===== config.mk =====
export PLATFORM = sky130hd
export DESIGN_NAME = clock_path_control
export DESIGN_NICKNAME = d
export VERILOG_FILES = /design/src/core/clock_path_control.v
export VERILOG_INCLUDE_DIRS = /design/src /design/src/core
export SDC_FILE = /design/constraint.sdc
export NUM_CORES = 1
export LEC_CHECK = 0
export ABC_AREA = 1
export BUFFER_PORTS_ARGS = -buffer_cell sky130_fd_sc_hd__buf_2
export CAP_MARGIN = 20
export CORE_MARGIN = 1.5
export CORE_UTILIZATION = 44
export CTS_CLUSTER_DIAMETER = 80
export DETAILED_ROUTE_END_ITERATION = 8
export PLACE_DENSITY = 0.67
export SKIP_CTS_REPAIR_TIMING = 1
export SLEW_MARGIN = 5
export SYNTH_ARGS = -nofsm -noshare
export SYNTH_HDL_FRONTEND = slang
export SYNTH_SLANG_ARGS = --single-unit
export TNS_END_PERCENT = 5

===== constraint.sdc =====
create_clock -name clock -period 1.5 [get_ports clock]
set_input_delay 0 -clock clock [delete_from_list [all_inputs] [get_ports clock]]
set_output_delay 0 -clock clock [all_outputs]
set_load 0.03 [all_outputs]

===== src/core/clock_path_defs.vh =====
// Register offsets, field positions, reset values and source codes of the clock path control.
`ifndef CLOCK_PATH_DEFS_VH
`define CLOCK_PATH_DEFS_VH

`define ADDR_FINE_CA 16'h0087
`define ADDR_FINE_DB 16'h0088
`define ADDR_FINE_GE 16'h0089
`define ADDR_FINE_HF 16'h008A
`define ADDR_SYNC 16'h008D
`define ADDR_MUX_INT 16'h008E
`define ADDR_MUX_FRAC 16'h008F
`define ADDR_DIV_J_PWR 16'h0090
`define ADDR_DIV_AH_PWR 16'h0091
`define ADDR_PUMP_FILTER 16'h009A
`define ADDR_LOCK_MODE 16'h009B
`define ADDR_VCO1_LOCK 16'h009C
`define ADDR_VCO2_LOCK 16'h009D
`define ADDR_BYP_REF_PRE 16'h009E
`define ADDR_PLL_SPARE 16'h009F
`define ADDR_PATH_AH_PWR 16'h00A0
`define ADDR_REF_PATH_J 16'h00A1
`define ADDR_FB_MODE 16'h00A2

// Writable masks; reserved positions read back as zero.
`define MASK_SYNC 8'h01
`define MASK_MUX_INT 8'h03
`define MASK_MUX_FRAC 8'hFE
`define MASK_DIV_J_PWR 8'h01
`define MASK_LOCK_MODE 8'h03
`define MASK_VCO1_LOCK 8'h3F
`define MASK_VCO2_LOCK 8'h1F
`define MASK_BYP_REF_PRE 8'h17
`define MASK_REF_PATH_J 8'h13
`define MASK_FB_MODE 8'h02

// Field positions.
`define BIT_SYNC 0
`define BIT_MUX_8_9 0
`define BIT_MUX_10_11 1
`define BIT_LOCK_OVERRIDE 0
`define BIT_LOCK_COUNT 1
`define BIT_OSC_PICK 5
`define BIT_REF_OE 2
`define BIT_BYPASS 4
`define BIT_PATH_J 0
`define BIT_PATH_I 1
`define BIT_REF_OFF 4
`define BIT_FEEDBACK_MODE_POWER 1
`define BIT_DIV_J 0
`define BIT_SECOND_POLE 0
`define BIT_MUX_1 1
`define BIT_MUX_2 2
`define BIT_MUX_3 3
`define BIT_MUX_4 4
`define BIT_MUX_5 5
`define BIT_MUX_6 6
`define BIT_MUX_7 7
`define FLD_PUMP_CODE 7:5
`define FLD_SERIES_RES 4:3
`define FLD_PAR_CAP 2:1
`define FLD_PRESCALE 1:0
`define FLD_LOCK_CODE 4:0
`define FLD_FINE_HI 7:4
`define FLD_FINE_LO 3:0

// Reset values.
`define RST_ZERO 8'h00
`define RST_FINE 8'h44
`define RST_PUMP_FILTER 8'h8B
`define RST_LOCK_MODE 8'h02
`define RST_VCO1_LOCK 8'h2B
`define RST_VCO2_LOCK 8'h00
`define RST_BYP_REF_PRE 8'h03

// Reset values of the registered field copies.
`define RST_PUMP_CODE 3'h4
`define RST_SERIES_RES 2'h1
`define RST_PAR_CAP 2'h1
`define RST_OSC_CODE 5'h0B
`define RST_PRESCALE 2'h3

// Output pair source codes.
`define SRC_A 4'h0
`define SRC_B 4'h1
`define SRC_C 4'h2
`define SRC_D 4'h3
`define SRC_E 4'h4
`define SRC_F 4'h5
`define SRC_G 4'h6
`define SRC_H 4'h7
`define SRC_I 4'h8
`define SRC_J 4'h9
`define SRC_REF 4'hA

`endif

===== src/core/clock_path_control.v =====
// Register file and control decode for the clock synthesizer output paths and loop.
//
// Overview of operation
// RULE1: Sync bit rising holds every output divider in reset until it clears.
// RULE2: Sync bit falling releases all dividers together and zeroes skew adjustment.
// RULE3: Pairs 10 and 11 use divider J at select 0, I at 1; default 0.
// RULE4: Pairs 8 and 9 use divider I at select 0, J at 1.
// RULE5: Pair 7 uses H or G, pair 6 uses G or H by select.
// RULE6: Pair 5 uses F or E, pair 4 uses E or F by select.
// RULE7: Pair 3 uses divider D at select 0, divider A at 1.
// RULE8: Pair 2 uses divider C at select 0, divider A at 1.
// RULE9: Pair 1 uses divider B at select 0, divider A at 1.
// RULE10: Software writes zero to reserved bits; their read value is not guaranteed.
// RULE11: Each divider A to J has a power-down bit, 1 powers down. The code has no bit for divider I and holds its position low.
// RULE12: Lock count 0 gives 1 ppm, 1 gives 16 ppm; default 1.
// RULE13: Lock override 0 is automatic lock mode, 1 is manual; default 0.
// RULE14: Manual oscillator pick 0 is VCO2, 1 is VCO1; two 5-bit lock codes.
// RULE15: Bypass bit or pin puts the input reference onto pairs 0 to 3.
// RULE16: Reference output is high-impedance at enable 0, driven at 1.
// RULE17: Pre-scaler code 00 passes, 01 halves, 10 quarters, 11 doubles; default 11.
// RULE18: Path-off bit 1 switches off divider, buffer and mux regulator.
// RULE19: Path I powers off pairs 8 and 9, path J pairs 10 and 11.
// RULE20: Software moves selects away from a function before powering it down.
// RULE21: Charge pump code 000 to 111 gives 110 to 880 uA; default 100.
// RULE22: Series resistor, parallel capacitor and second pole settings drive the filter.
// RULE23: Fine phase values take effect only after the sync bit is toggled.
// RULE24: Sync edges are found by comparing a written bit with the stored one.
`timescale 1ns/100ps
`include "clock_path_defs.vh"

module clock_path_control #(
  parameter DIVIDERS = 10,
  parameter PAIRS = 12
) (
  input wire clock,
  input wire nrst,
  input wire [15:0] reg_addr,
  input wire [7:0] reg_wdata,
  input wire reg_write,
  input wire reg_read,
  output reg [7:0] reg_rdata,
  output reg reg_rvalid,
  input wire loop_bypass_pin,
  output reg divider_reset,
  output reg divider_release,
  output reg skew_clear,
  output reg [31:0] fine_phase_applied,
  output reg [4*PAIRS-1:0] pair_source,
  output reg [DIVIDERS-1:0] divider_power_down,
  output reg [DIVIDERS-1:0] path_off,
  output reg [PAIRS-1:0] pair_buffer_off,
  output reg ref_out_oe,
  output reg ref_out_off,
  output reg [1:0] prescale_mode,
  output reg [2:0] pump_current_code,
  output reg [1:0] loop_series_resistor,
  output reg [1:0] loop_parallel_cap,
  output reg second_pole_select,
  output reg lock_count_accuracy,
  output reg lock_override_manual,
  output reg manual_oscillator_pick,
  output reg [4:0] osc_manual_lock_code,
  output reg fractional_feedback_off
);

  // ----------------------------------------------------------------
  // Storage
  // ----------------------------------------------------------------
  reg [7:0] fine_ca;
  reg [7:0] fine_db;
  reg [7:0] fine_ge;
  reg [7:0] fine_hf;
  reg output_sync_ctrl;
  reg [7:0] mux_int;
  reg [7:0] mux_frac;
  reg [7:0] div_j_pwr;
  reg [7:0] div_ah_pwr;
  reg [7:0] pump_filter;
  reg [7:0] lock_mode;
  reg [7:0] vco1_lock;
  reg [7:0] vco2_lock;
  reg [7:0] byp_ref_pre;
  reg [7:0] path_ah_pwr;
  reg [7:0] ref_path_j;
  reg [7:0] fb_mode;
  reg bypass_meta;
  reg bypass_sync;

  wire sync_wr;
  wire sync_rise;
  wire sync_fall;
  wire bypass_active;

  reg [7:0] next_rdata;
  reg [4*PAIRS-1:0] next_source;
  reg [PAIRS-1:0] next_buffer_off;

  function [3:0] pick;
    input sel;
    input [3:0] src_zero;
    input [3:0] src_one;
    begin
      pick = sel ? src_one : src_zero;
    end
  endfunction

  // Bypass overrides the normal source of pairs 0 to 3 only. [RULE15]
  function [3:0] steer;
    input bypass;
    input [3:0] src;
    begin
      steer = bypass ? `SRC_REF : src;
    end
  endfunction

  // ----------------------------------------------------------------
  // Register writes
  // ----------------------------------------------------------------
  assign sync_wr = reg_write && (reg_addr == `ADDR_SYNC);
  // Only a real change of the stored bit counts as an edge. [RULE24]
  assign sync_rise = sync_wr && reg_wdata[`BIT_SYNC] && !output_sync_ctrl; // [RULE24]
  assign sync_fall = sync_wr && !reg_wdata[`BIT_SYNC] && output_sync_ctrl; // [RULE24]

  // Reserved bits are masked off on write and read back as zero. [RULE10]
  always @(posedge clock) begin
    if (!nrst) begin
      fine_ca <= `RST_FINE;
      fine_db <= `RST_FINE;
      fine_ge <= `RST_FINE;
      fine_hf <= `RST_FINE;
      output_sync_ctrl <= 1'b0;
      mux_int <= `RST_ZERO;
      mux_frac <= `RST_ZERO;
      div_j_pwr <= `RST_ZERO;
      div_ah_pwr <= `RST_ZERO;
      pump_filter <= `RST_PUMP_FILTER;
      lock_mode <= `RST_LOCK_MODE;
      vco1_lock <= `RST_VCO1_LOCK;
      vco2_lock <= `RST_VCO2_LOCK;
      byp_ref_pre <= `RST_BYP_REF_PRE;
      path_ah_pwr <= `RST_ZERO;
      ref_path_j <= `RST_ZERO;
      fb_mode <= `RST_ZERO;
    end else if (reg_write) begin
      case (reg_addr)
        `ADDR_FINE_CA: fine_ca <= reg_wdata;
        `ADDR_FINE_DB: fine_db <= reg_wdata;
        `ADDR_FINE_GE: fine_ge <= reg_wdata;
        `ADDR_FINE_HF: fine_hf <= reg_wdata;
        `ADDR_SYNC: output_sync_ctrl <= reg_wdata[`BIT_SYNC];
        `ADDR_MUX_INT: mux_int <= reg_wdata & `MASK_MUX_INT;
        `ADDR_MUX_FRAC: mux_frac <= reg_wdata & `MASK_MUX_FRAC;
        `ADDR_DIV_J_PWR: div_j_pwr <= reg_wdata & `MASK_DIV_J_PWR;
        `ADDR_DIV_AH_PWR: div_ah_pwr <= reg_wdata;
        `ADDR_PUMP_FILTER: pump_filter <= reg_wdata;
        `ADDR_LOCK_MODE: lock_mode <= reg_wdata & `MASK_LOCK_MODE;
        `ADDR_VCO1_LOCK: vco1_lock <= reg_wdata & `MASK_VCO1_LOCK;
        `ADDR_VCO2_LOCK: vco2_lock <= reg_wdata & `MASK_VCO2_LOCK;
        `ADDR_BYP_REF_PRE: byp_ref_pre <= reg_wdata & `MASK_BYP_REF_PRE;
        `ADDR_PATH_AH_PWR: path_ah_pwr <= reg_wdata;
        `ADDR_REF_PATH_J: ref_path_j <= reg_wdata & `MASK_REF_PATH_J;
        `ADDR_FB_MODE: fb_mode <= reg_wdata & `MASK_FB_MODE;
        default: ;
      endcase
    end
  end

  // ----------------------------------------------------------------
  // Register reads
  // ----------------------------------------------------------------
  always @* begin
    case (reg_addr)
      `ADDR_FINE_CA: next_rdata = fine_ca;
      `ADDR_FINE_DB: next_rdata = fine_db;
      `ADDR_FINE_GE: next_rdata = fine_ge;
      `ADDR_FINE_HF: next_rdata = fine_hf;
      `ADDR_SYNC: next_rdata = {7'h00, output_sync_ctrl};
      `ADDR_MUX_INT: next_rdata = mux_int;
      `ADDR_MUX_FRAC: next_rdata = mux_frac;
      `ADDR_DIV_J_PWR: next_rdata = div_j_pwr;
      `ADDR_DIV_AH_PWR: next_rdata = div_ah_pwr;
      `ADDR_PUMP_FILTER: next_rdata = pump_filter;
      `ADDR_LOCK_MODE: next_rdata = lock_mode;
      `ADDR_VCO1_LOCK: next_rdata = vco1_lock;
      `ADDR_VCO2_LOCK: next_rdata = vco2_lock;
      `ADDR_BYP_REF_PRE: next_rdata = byp_ref_pre;
      `ADDR_PATH_AH_PWR: next_rdata = path_ah_pwr;
      `ADDR_REF_PATH_J: next_rdata = ref_path_j;
      `ADDR_FB_MODE: next_rdata = fb_mode;
      default: next_rdata = `RST_ZERO;
    endcase
  end

  always @(posedge clock) begin
    if (!nrst) begin
      reg_rdata <= `RST_ZERO;
      reg_rvalid <= 1'b0;
    end else begin
      // A read in the same cycle as a write still returns the old contents.
      reg_rvalid <= reg_read;
      if (reg_read) begin
        reg_rdata <= next_rdata;
      end
    end
  end

  // ----------------------------------------------------------------
  // Bypass pin synchroniser
  // ----------------------------------------------------------------
  // Only the second stage is read; the first may still be settling.
  always @(posedge clock) begin
    if (!nrst) begin
      bypass_meta <= 1'b0;
      bypass_sync <= 1'b0;
    end else begin
      bypass_meta <= loop_bypass_pin;
      bypass_sync <= bypass_meta;
    end
  end

  // The register bit and the pin act alike; either one bypasses. [RULE15]
  assign bypass_active = byp_ref_pre[`BIT_BYPASS] | bypass_sync; // [RULE15]

  // ----------------------------------------------------------------
  // Output pair source selection
  // ----------------------------------------------------------------
  always @* begin
    next_source = {4*PAIRS{1'b0}};
    next_source[3:0] = steer(bypass_active, `SRC_A); // [RULE15]
    next_source[7:4] = steer(bypass_active,
                             pick(mux_frac[`BIT_MUX_1], `SRC_B, `SRC_A)); // [RULE9]
    next_source[11:8] = steer(bypass_active,
                              pick(mux_frac[`BIT_MUX_2], `SRC_C, `SRC_A)); // [RULE8]
    next_source[15:12] = steer(bypass_active,
                               pick(mux_frac[`BIT_MUX_3], `SRC_D, `SRC_A)); // [RULE7]
    next_source[19:16] = pick(mux_frac[`BIT_MUX_4], `SRC_E, `SRC_F); // [RULE6]
    next_source[23:20] = pick(mux_frac[`BIT_MUX_5], `SRC_F, `SRC_E); // [RULE6]
    next_source[27:24] = pick(mux_frac[`BIT_MUX_6], `SRC_G, `SRC_H); // [RULE5]
    next_source[31:28] = pick(mux_frac[`BIT_MUX_7], `SRC_H, `SRC_G); // [RULE5]
    next_source[35:32] = pick(mux_int[`BIT_MUX_8_9], `SRC_I, `SRC_J); // [RULE4]
    next_source[39:36] = pick(mux_int[`BIT_MUX_8_9], `SRC_I, `SRC_J); // [RULE4]
    next_source[43:40] = pick(mux_int[`BIT_MUX_10_11], `SRC_J, `SRC_I); // [RULE3]
    next_source[47:44] = pick(mux_int[`BIT_MUX_10_11], `SRC_J, `SRC_I); // [RULE3]
  end

  // Each fractional path owns one pair; paths I and J own two pairs each.
  always @* begin
    next_buffer_off = {PAIRS{1'b0}};
    next_buffer_off[7:0] = path_ah_pwr; // [RULE18]
    next_buffer_off[8] = ref_path_j[`BIT_PATH_I]; // [RULE19]
    next_buffer_off[9] = ref_path_j[`BIT_PATH_I]; // [RULE19]
    next_buffer_off[10] = ref_path_j[`BIT_PATH_J]; // [RULE19]
    next_buffer_off[11] = ref_path_j[`BIT_PATH_J]; // [RULE19]
  end

  // ----------------------------------------------------------------
  // Divider synchronisation
  // ----------------------------------------------------------------
  // Fine phase is sampled only at release, so rewriting it while running has no
  // effect until the next sync toggle.
  always @(posedge clock) begin
    if (!nrst) begin
      divider_reset <= 1'b0;
      divider_release <= 1'b0;
      skew_clear <= 1'b0;
      fine_phase_applied <= {`RST_FINE, `RST_FINE, `RST_FINE, `RST_FINE};
    end else begin
      if (sync_rise) begin
        divider_reset <= 1'b1; // [RULE1]
      end else if (sync_fall) begin
        divider_reset <= 1'b0; // [RULE2]
      end
      divider_release <= sync_fall; // [RULE2]
      skew_clear <= sync_fall; // [RULE2]
      if (sync_fall) begin
        // Order H,G,F,E,D,C,B,A from high nibble to low nibble.
        fine_phase_applied <= {fine_hf[`FLD_FINE_HI], fine_ge[`FLD_FINE_HI],
                               fine_hf[`FLD_FINE_LO], fine_ge[`FLD_FINE_LO],
                               fine_db[`FLD_FINE_HI], fine_ca[`FLD_FINE_HI],
                               fine_db[`FLD_FINE_LO], fine_ca[`FLD_FINE_LO]}; // [RULE23]
      end
    end
  end

  // ----------------------------------------------------------------
  // Source and power controls
  // ----------------------------------------------------------------
  // Powering a divider down leaves every select untouched; moving the pairs away
  // from it first is up to software.
  always @(posedge clock) begin
    if (!nrst) begin
      pair_source <= {4*PAIRS{1'b0}};
      divider_power_down <= {DIVIDERS{1'b0}};
      path_off <= {DIVIDERS{1'b0}};
      pair_buffer_off <= {PAIRS{1'b0}};
      ref_out_oe <= 1'b0;
      ref_out_off <= 1'b0;
      fractional_feedback_off <= 1'b0;
    end else begin
      pair_source <= next_source;
      // Divider I has no power-down bit of its own, so its position stays low.
      divider_power_down <= {div_j_pwr[`BIT_DIV_J], 1'b0, div_ah_pwr}; // [RULE11]
      path_off <= {ref_path_j[`BIT_PATH_J], ref_path_j[`BIT_PATH_I], path_ah_pwr}; // [RULE18]
      pair_buffer_off <= next_buffer_off;
      ref_out_oe <= byp_ref_pre[`BIT_REF_OE]; // [RULE16]
      ref_out_off <= ref_path_j[`BIT_REF_OFF];
      fractional_feedback_off <= fb_mode[`BIT_FEEDBACK_MODE_POWER];
    end
  end

  // ----------------------------------------------------------------
  // Loop settings
  // ----------------------------------------------------------------
  // The filter and lock settings are only stored and passed on; what they mean
  // in current, resistance or capacitance is decided inside the loop itself.
  always @(posedge clock) begin
    if (!nrst) begin
      prescale_mode <= `RST_PRESCALE;
      pump_current_code <= `RST_PUMP_CODE;
      loop_series_resistor <= `RST_SERIES_RES;
      loop_parallel_cap <= `RST_PAR_CAP;
      second_pole_select <= 1'b1;
      lock_count_accuracy <= 1'b1;
      lock_override_manual <= 1'b0;
      manual_oscillator_pick <= 1'b1;
      osc_manual_lock_code <= `RST_OSC_CODE;
    end else begin
      prescale_mode <= byp_ref_pre[`FLD_PRESCALE]; // [RULE17]
      pump_current_code <= pump_filter[`FLD_PUMP_CODE]; // [RULE21]
      loop_series_resistor <= pump_filter[`FLD_SERIES_RES]; // [RULE22]
      loop_parallel_cap <= pump_filter[`FLD_PAR_CAP]; // [RULE22]
      second_pole_select <= pump_filter[`BIT_SECOND_POLE]; // [RULE22]
      lock_count_accuracy <= lock_mode[`BIT_LOCK_COUNT]; // [RULE12]
      lock_override_manual <= lock_mode[`BIT_LOCK_OVERRIDE]; // [RULE13]
      manual_oscillator_pick <= vco1_lock[`BIT_OSC_PICK]; // [RULE14]
      // The code of the picked oscillator is presented to the lock logic. [RULE14]
      osc_manual_lock_code <= vco1_lock[`BIT_OSC_PICK] ? vco1_lock[`FLD_LOCK_CODE] :
                              vco2_lock[`FLD_LOCK_CODE];
    end
  end

endmodule


# Yosys cells after proc, flatten, opt, wreduce, memory -nomap -nowiden

Cells that the tools add are included.

Register bits after elaboration: 233
Output and inout bits: 145
Word-level logic and storage cells: 104

Equal/unequal tests: 17
Multiplexer cells: 17
Bitwise operators: 2
Reduce and logical (&&, ||, !) cells: 26

Operator list:

| operator            | number |
|---|---|
| $eq 16x8->1 const B | 17 |
| $pmux 8 s17         | 1 |
| $reduce_and 2->1    | 17 |
| $mux 4              | 4 |
| $mux 1              | 9 |
| $logic_and 1x1->1   | 5 |
| $mux 5              | 1 |
| $mux 2              | 2 |
| $logic_not 1->1     | 2 |
| $reduce_bool 2->1   | 1 |
| $reduce_or 2->1     | 1 |
| $not 1->1           | 1 |
| $or 1x1->1          | 1 |

# Depth between registers and ports, before layout

Gate-level depths: netlist of the first run.

Depth in word-level cells: 6
Mapped depth: 12
Mapped depth without buffers: 12

# Worst setup path after synthesis of the first run

OpenSTA, ideal clock, no wires.

Path kind: input to register
From: input port reg_addr[15]
To: register fine_phase_applied[26]
Setup time: 140 ps
Data arrival time: 1157 ps
Required time: 1360 ps
Setup slack: 204 ps
Stages on the path: 10
Buffers on the path: 2
Path through: nor2_1 -> nand2_2 -> nor2_8 -> buf_6 -> inv_2 -> nor3_2 -> nand4_2 -> buf_6 -> nand2_1 -> o211ai_2

Cells in the longest elaborated chain, start to end: 4

RTL lines:

| element                        | line                     | source |
|---|---|---|
| start: declaration             | clock_path_control.v:37  | `input wire [15:0] reg_addr,` |
| $eq 16x8->1                    | -                        |  |
| $logic_and 1x1->1              | clock_path_control.v:119 | `` assign sync_wr = reg_write && (reg_addr == `ADDR_SYNC); `` |
| $logic_and 1x1->1 (2 in a row) | clock_path_control.v:122 | `` assign sync_fall = sync_wr && !reg_wdata[`BIT_SYNC] && output_sync_ctrl; `` |
| end signal: assignment         | clock_path_control.v:266 | `` fine_phase_applied <= {`RST_FINE, `RST_FINE, `RST_FINE, `RST_FINE}; `` |
| end signal: assignment         | clock_path_control.v:277 | `` fine_phase_applied <= {fine_hf[`FLD_FINE_HI], fine_ge[`FLD_FINE_HI], `` |
| end: declaration               | clock_path_control.v:47  | `output reg [31:0] fine_phase_applied,` |

Every way passes these cells.
A chain may end at the register's enable or synchronous reset.

# Final worst setup path of the first run

From: input port nrst
To: register skew_clear

RTL lines:

| element                | line                     | source |
|---|---|---|
| start: declaration     | clock_path_control.v:36  | `input wire nrst,` |
| end signal: assignment | clock_path_control.v:274 | `skew_clear <= sync_fall;` |
| end: declaration       | clock_path_control.v:46  | `output reg skew_clear,` |

No word-level cell between the ends.

==> flow_metrics.env, run 1 <==
export IMPL_status="finished, final reports clean"
export IMPL_layout_common_cells="nand2_1, dfxtp_1, buf_2"
export IMPL_cts_root_buf="clkbuf_16"
export IMPL_grtUsageTotal=0.2303
export IMPL_syn2layout_area_growth_pct=22.09
export IMPL_placed_area_um2=8537
export IMPL_final_cell_area_um2=9238
export IMPL_stdcell_count=1379
export IMPL_p_sw_frac=0.2502
export IMPL_slowest_delay_ns=0.53
export IMPL_ys_ff_latch=185
export IMPL_hold_path_class="in -> reg"
export IMPL_fp_dieW_um=134.1
export IMPL_period_minus_slack_ns=1.312
export IMPL_final_setup_viol_count=0
export IMPL_seq_area_frac_synth=0.4895
export IMPL_path_max_fanout=43
export IMPL_leakagePower_nw=4.413
export IMPL_end_kind="register"
export IMPL_dp_cells=1337
export IMPL_core_area_um2=16700
export IMPL_worst_r2r_endpoint="fine_phase_applied[27]"
export IMPL_clockPowerShare=0.456
export IMPL_final_common_cell="nand2_1"
export IMPL_ir_drop_mv=0.8076
export IMPL_wirelength_um=20620
export IMPL_rows=47
export IMPL_nNetsFinal=1175
export IMPL_timing_final_crit_share=0.8747
export IMPL_io_pins=174
export IMPL_crit_arrival_ns=1.70
export IMPL_path_buf_inv=5
export IMPL_syn_avg_cell_area_um2=7.642
export IMPL_start_util=0.4530
export IMPL_setup_worst_path_class="in -> reg"
export IMPL_synth_warnings=0
export IMPL_cap_viol_max_count=0
export IMPL_ctsHtreeMaxLevel=4
export IMPL_r2r_slack_ns=0.24
export IMPL_fmax_mhz=762.2
export IMPL_r2r_cells=5
export IMPL_worst_path_stages=6
export IMPL_drive_above_1_share=0.2355
export IMPL_insertion_delay_ns=0.45
export IMPL_comb_power_share=0.052
export IMPL_grt_start_max_net_pins=74
export IMPL_critical_path_top_delay_family="buffers and inverters"
export IMPL_r2r_start="output_sync_ctrl"
export IMPL_cts_reportedPaths_clkPinSlew_ns=0.07
export IMPL_io_buffers=152
export IMPL_cp_common_cell="buf_4"
export IMPL_wl_per_cell_um=14.95
export IMPL_grt_antenna_before_repair=0
export IMPL_synth_area_um2=7566
export IMPL_crit_path_start_kind="primary input"
export IMPL_crit_slowest_cell="dlygate4sd3_1"
export IMPL_dieArea_um2=17990
export IMPL_antennaDiodeCount=0
export IMPL_seq_power_share=0.492
export IMPL_fp_dieH_um=134.1
export IMPL_whs_endpoint="mux_frac[5]"
export IMPL_ant_nets=0
export IMPL_syn_instance_count=990
export IMPL_grt_pass1_wl_um=31740
export IMPL_synthDistinctLibCells=35
export IMPL_slew_violations=0
export IMPL_fin_skew_ns=0.009679
export IMPL_cts_path_max_buffers=2
export IMPL_rsz0062_at_grt="false"
export IMPL_min_path_cells=3
export IMPL_grt_overflow_total=0
export IMPL_viasPerCell=4.901
export IMPL_numCtsBuffers=17
export IMPL_cts_tree="yes"
export IMPL_p_sw_w=0.002505
export IMPL_drt_iter0_drc=496
export IMPL_vias=6758
export IMPL_hold_start="reg_wdata[5]"
export IMPL_grt_pass1_vias=5990
export IMPL_p_per_area_nw_per_um2=1084
export IMPL_p_int_w=0.007509
export IMPL_post_dp_hpwl_um=14820
export IMPL_required_ns=1.89
export IMPL_drc=0
export IMPL_hold_viol=0
export IMPL_cts_sinks=185
export IMPL_gp_congestion=0.9051
export IMPL_first_pass_iters=5
export IMPL_crit_chain="dlygate4sd3_1 -> buf_4 -> clkinv_1 -> buf_12 -> nor4_1 -> buf_4"
[kinds of logic after synthesis]
kind of cell	count (synthesis)	share of synthesized area
simple gates	367	0.2138
other cells	1	0.0004956
compound gates	216	0.1553
buf+inv	221	0.1409
flops	185	0.4895
[cell usage after synthesis]
cell type	instances	area share
nor4_1	1	0.00083
nand2_4	1	0.0015
and2_2	1	0.00099
buf_1	3	0.0015
buf_6	4	0.0060
nor3_1	4	0.0026
conb_1	1	0.00050
dfxtp_1	185	0.49
o211ai_1	16	0.016
nor2_1	68	0.034
and2_1	2	0.0017
inv_2	5	0.0025
clkbuf_1	27	0.013
nor2_4	3	0.0045
nor2_2	7	0.0058
a211oi_1	2	0.0020
clkinv_1	2	0.00099
o21ai_1	3	0.0020
buf_2	9	0.0060
nand4_2	1	0.0017
or2_2	5	0.0041
nor2_8	1	0.0026
buf_4	52	0.052
nand3_1	76	0.050
nand3b_1	1	0.00099
inv_1	119	0.059
o211ai_2	5	0.0083
nand2_2	4	0.0033
a21oi_2	3	0.0035
nand2_1	187	0.093
o21ai_0	87	0.058
a21oi_1	100	0.066
nand4_1	2	0.0017
nor3_2	2	0.0026
nor3_4	1	0.0022
[how the worst max path moves through the flow]
| stage | start | endpoint |
|---|---|---|
| 2_1_floorplan | reg_addr[15] | fine_phase_applied[26] |
| 3_5_place_dp | reg_addr[15] | skew_clear |
| 5_1_grt | output_sync_ctrl | fine_phase_applied[9] |
| 4_1_cts | output_sync_ctrl | fine_phase_applied[4] |
| 3_3_place_gp | reg_addr[9] | skew_clear |
| 6_report | nrst | skew_clear |
[metrics by stage]
stage               hold slack, ns  total power (W)  setup TNS [ns]  utilization  worst slack (ns)
floorplan                  0.02772         0.005416               0            -            0.2037
global placement            0.2077         0.005537         -0.9541       0.5112           -0.1018
detailed placement          0.2109         0.005541          -2.212       0.5112           -0.1304
CTS                        -0.2377          0.01005               0       0.5471            0.2369
global route              0.009670          0.01033               0       0.5531           0.08290
finish                    0.008647          0.01001               0       0.5531            0.1879
[layer usage]
metal  wire (um)  global-route usage
met1        9384              0.3077
met5           0                   0
met3        1261             0.04724
met4         461             0.09140
met2        9507              0.3663
[cell type report]
cell class,instances,area [um2]
well taps,220,275.3
multi-input cells,604,2872
fillers,1623,7463
repair buffers,212,1314
inverters,126,473.0
clock buffers,19,452.9
flip-flops and latches,185,3704
clock inverters,13,147.6
[state kept, by name (all words and copies together) (netlist names), 9 cells and up]
| register | flops |
|---|---|
| path_off | 10 |
| divider_power_down | 9 |
| fine_phase_applied | 32 |
| pair_source | 12 |
[worst min-delay path: stages]
cell	delay (ns)
buf_2	0.21
nand3_1	0.13
a21oi_1	0.06
[power by group through the flow]
stage / registers [W] / clock network [W] / logic (W)
finish: 0.00493 / 0.00456 / 0.000521
global route: 0.00493 / 0.00485 / 0.000553
CTS: 0.00493 / 0.00463 / 0.000497
detailed placement: 0.00505 / 0 / 0.000495
global placement: 0.00505 / 0 / 0.000492
floorplan: 0.00508 / 0 / 0.000340
No activity file was read; power rests on OpenSTA's default activity.
==> run 2: changes to the inputs <==
--- a/config.mk
+++ b/config.mk
@@ -10,10 +10,9 @@
 export BUFFER_PORTS_ARGS = -buffer_cell sky130_fd_sc_hd__buf_2
 export CAP_MARGIN = 20
 export CORE_MARGIN = 1.5
-export CORE_UTILIZATION = 44
+export CORE_UTILIZATION = 40
 export CTS_CLUSTER_DIAMETER = 80
 export DETAILED_ROUTE_END_ITERATION = 8
-export PLACE_DENSITY = 0.67
 export SKIP_CTS_REPAIR_TIMING = 1
 export SLEW_MARGIN = 5
 export SYNTH_ARGS = -nofsm -noshare
==> flow_metrics.env, run 2 (synthesis results as in run 1) <==
export IMPL_cts_tree="yes"
export IMPL_timing_final_crit_share=0.8821
export IMPL_hold_viol=1
export IMPL_antennaDiodeCount=0
export IMPL_grtUsageTotal=0.2139
export IMPL_ir_drop_mv=0.7947
export IMPL_fp_dieW_um=140.5
export IMPL_io_buffers=152
export IMPL_vias=6632
export IMPL_grt_antenna_before_repair=0
export IMPL_hold_path_class="in -> reg"
export IMPL_start_util=0.4058
export IMPL_nFillCells=1843
export IMPL_crit_path_start_kind="register"
export IMPL_syn2layout_area_growth_pct=22.57
export IMPL_stdcell_count=1396
export IMPL_p_per_area_nw_per_um2=1072
export IMPL_numCtsBuffers=17
export IMPL_rsz0062_at_grt="false"
export IMPL_period_minus_slack_ns=1.323
export IMPL_relSlewSlack=0.6244
export IMPL_insertion_delay_ns=0.44
export IMPL_holdWs_ns=-0.01299
export IMPL_r2r_cells=5
export IMPL_grt_pass1_vias=5890
export IMPL_dp_cells=1357
export IMPL_cts_root_buf="clkbuf_16"
export IMPL_final_setup_viol_count=0
export IMPL_fp_dieH_um=140.5
export IMPL_violations="hold timing"
export IMPL_slew_violations=0
export IMPL_multi_input_area_um2=2872
export IMPL_nNetsFinal=1178
export IMPL_placed_area_um2=8612
export IMPL_final_common_cell="nand2_1"
export IMPL_viasPerCell=4.751
export IMPL_status="finished with violations"
export IMPL_crit_start="output_sync_ctrl"
export IMPL_cts_reportedPaths_clkPinSlew_ns=0.07
export IMPL_rows=50
export IMPL_largest_reg_flops=32
export IMPL_ant_nets=0
export IMPL_end_kind="register"
export IMPL_leakagePower_nw=4.422
export IMPL_wl_per_cell_um=15.04
export IMPL_regMostFlops="fine_phase_applied"
export IMPL_grt_pass1_wl_um=32340
export IMPL_r2r_start="output_sync_ctrl"
export IMPL_gp_congestion=0.9246
export IMPL_worst_slew_pin_slew_ns=0.5583
export IMPL_core_area_um2=18640
export IMPL_ctsHtreeMaxLevel=4
export IMPL_fmax_mhz=755.7
export IMPL_final_cell_area_um2=9274
export IMPL_cts_path_max_buffers=2
export IMPL_layout_common_cells="nand2_1, dfxtp_1, buf_2"
export IMPL_post_dp_hpwl_um=15150
export IMPL_dieArea_um2=19750
export IMPL_setup_worst_path_class="reg -> reg"
export IMPL_drc=0
export IMPL_fin_skew_ns=0.01206
export IMPL_required_ns=1.87
export IMPL_cap_viol_max_count=0
export IMPL_grt_overflow_total=0
export IMPL_seq_area_um2=3704
export IMPL_drt_iter0_drc=511
export IMPL_worst_r2r_endpoint="fine_phase_applied[24]"
export IMPL_crit_end="fine_phase_applied[24]"
export IMPL_reg_top3="fine_phase_applied: 32 flops, pair_source: 12 flops, path_off: 10 flops"
export IMPL_crit_arrival_ns=1.69
export IMPL_path_max_fanout=27
export IMPL_drive_above_1_share=0.2401
export IMPL_cts_sinks=185
export IMPL_first_pass_iters=6
export IMPL_wirelength_um=20990
export IMPL_io_pins=174
export IMPL_grt_start_max_net_pins=88
export IMPL_r2r_slack_ns=0.18
==> run 2: cell types whose count changed in the layout (fill, tap and decap cells not counted), moves of 2 or more <==
cell | before | now
dlygate4sd3_1 | 10 | 7
clkbuf_8 | 2 | 4
buf_4 | 45 | 50
inv_8 | 5 | 0
clkinvlp_4 | 0 | 2
==> run 2: worst min-delay path by stage <==
| stage | start | slack, ns | to | cells after the start |
|---|---|---|---|---|
| 2_1_floorplan | nrst | 0.03 | pair_source[43] | 0 |
| 3_3_place_gp | loop_bypass_pin | 0.19 | bypass_meta | 3 |
| 3_5_place_dp | loop_bypass_pin | 0.19 | bypass_meta | 3 |
| 4_1_cts | loop_bypass_pin | -0.26 | bypass_meta | 3 |
| 5_1_grt | reg_wdata[4] | 0.01 | vco1_lock[4] | 3 |
| 6_report | reg_wdata[4] | -0.01 | vco1_lock[4] | 3 |
==> run 2: through the flow <==
step                      setup slack (ns)  TNS [ns]  utilization  total power, W
final                               0.1768         0       0.4975        0.009944
after detailed placement           -0.1245    -1.359       0.4619        0.005553
after CTS                           0.1971         0       0.4937        0.009980
after global placement             -0.1247   -0.8439       0.4619        0.005551
after floorplan                     0.2037         0            -        0.005416
after global routing               0.05082         0       0.4975         0.01027
==> run 2: report_power, final <==
group / switching, W / leakage [nW] / total (W) / internal, W
clock: 0.00200 / 0.287 / 0.00449 / 0.00249
sequential: 0.00000698 / 1.49 / 0.00493 / 0.00493
combinational: 0.000396 / 2.64 / 0.000525 / 0.000129
==> run 2: routing by layer <==
| layer | track usage | vias up | wire length (um) |
|---|---|---|---|
| li1 | - | 3419 | - |
| met1 | 0.2886 | 2983 | 9761 |
| met2 | 0.3445 | 207 | 9538 |
| met3 | 0.04444 | 23 | 1302 |
| met4 | 0.06634 | 0 | 390 |
| met5 | 0 | - | 0 |
==> run 2: final cells by class <==
type / instances / area share
clock buffers: 21 / 0.05181
clock inverters: 11 / 0.01201
multi-input cells: 604 / 0.3096
inverters: 126 / 0.05100
well taps: 234 / 0.03157
flip-flops and latches: 185 / 0.3994
repair buffers: 215 / 0.1446
==> run 2: worst max-delay path: stages, from the launching register on <==
cell and delay (ns):
dfxtp_1 0.39, inv_1 0.12, nor3_4 0.28, buf_12 0.21, o21ai_0 0.08, a21oi_1 0.15
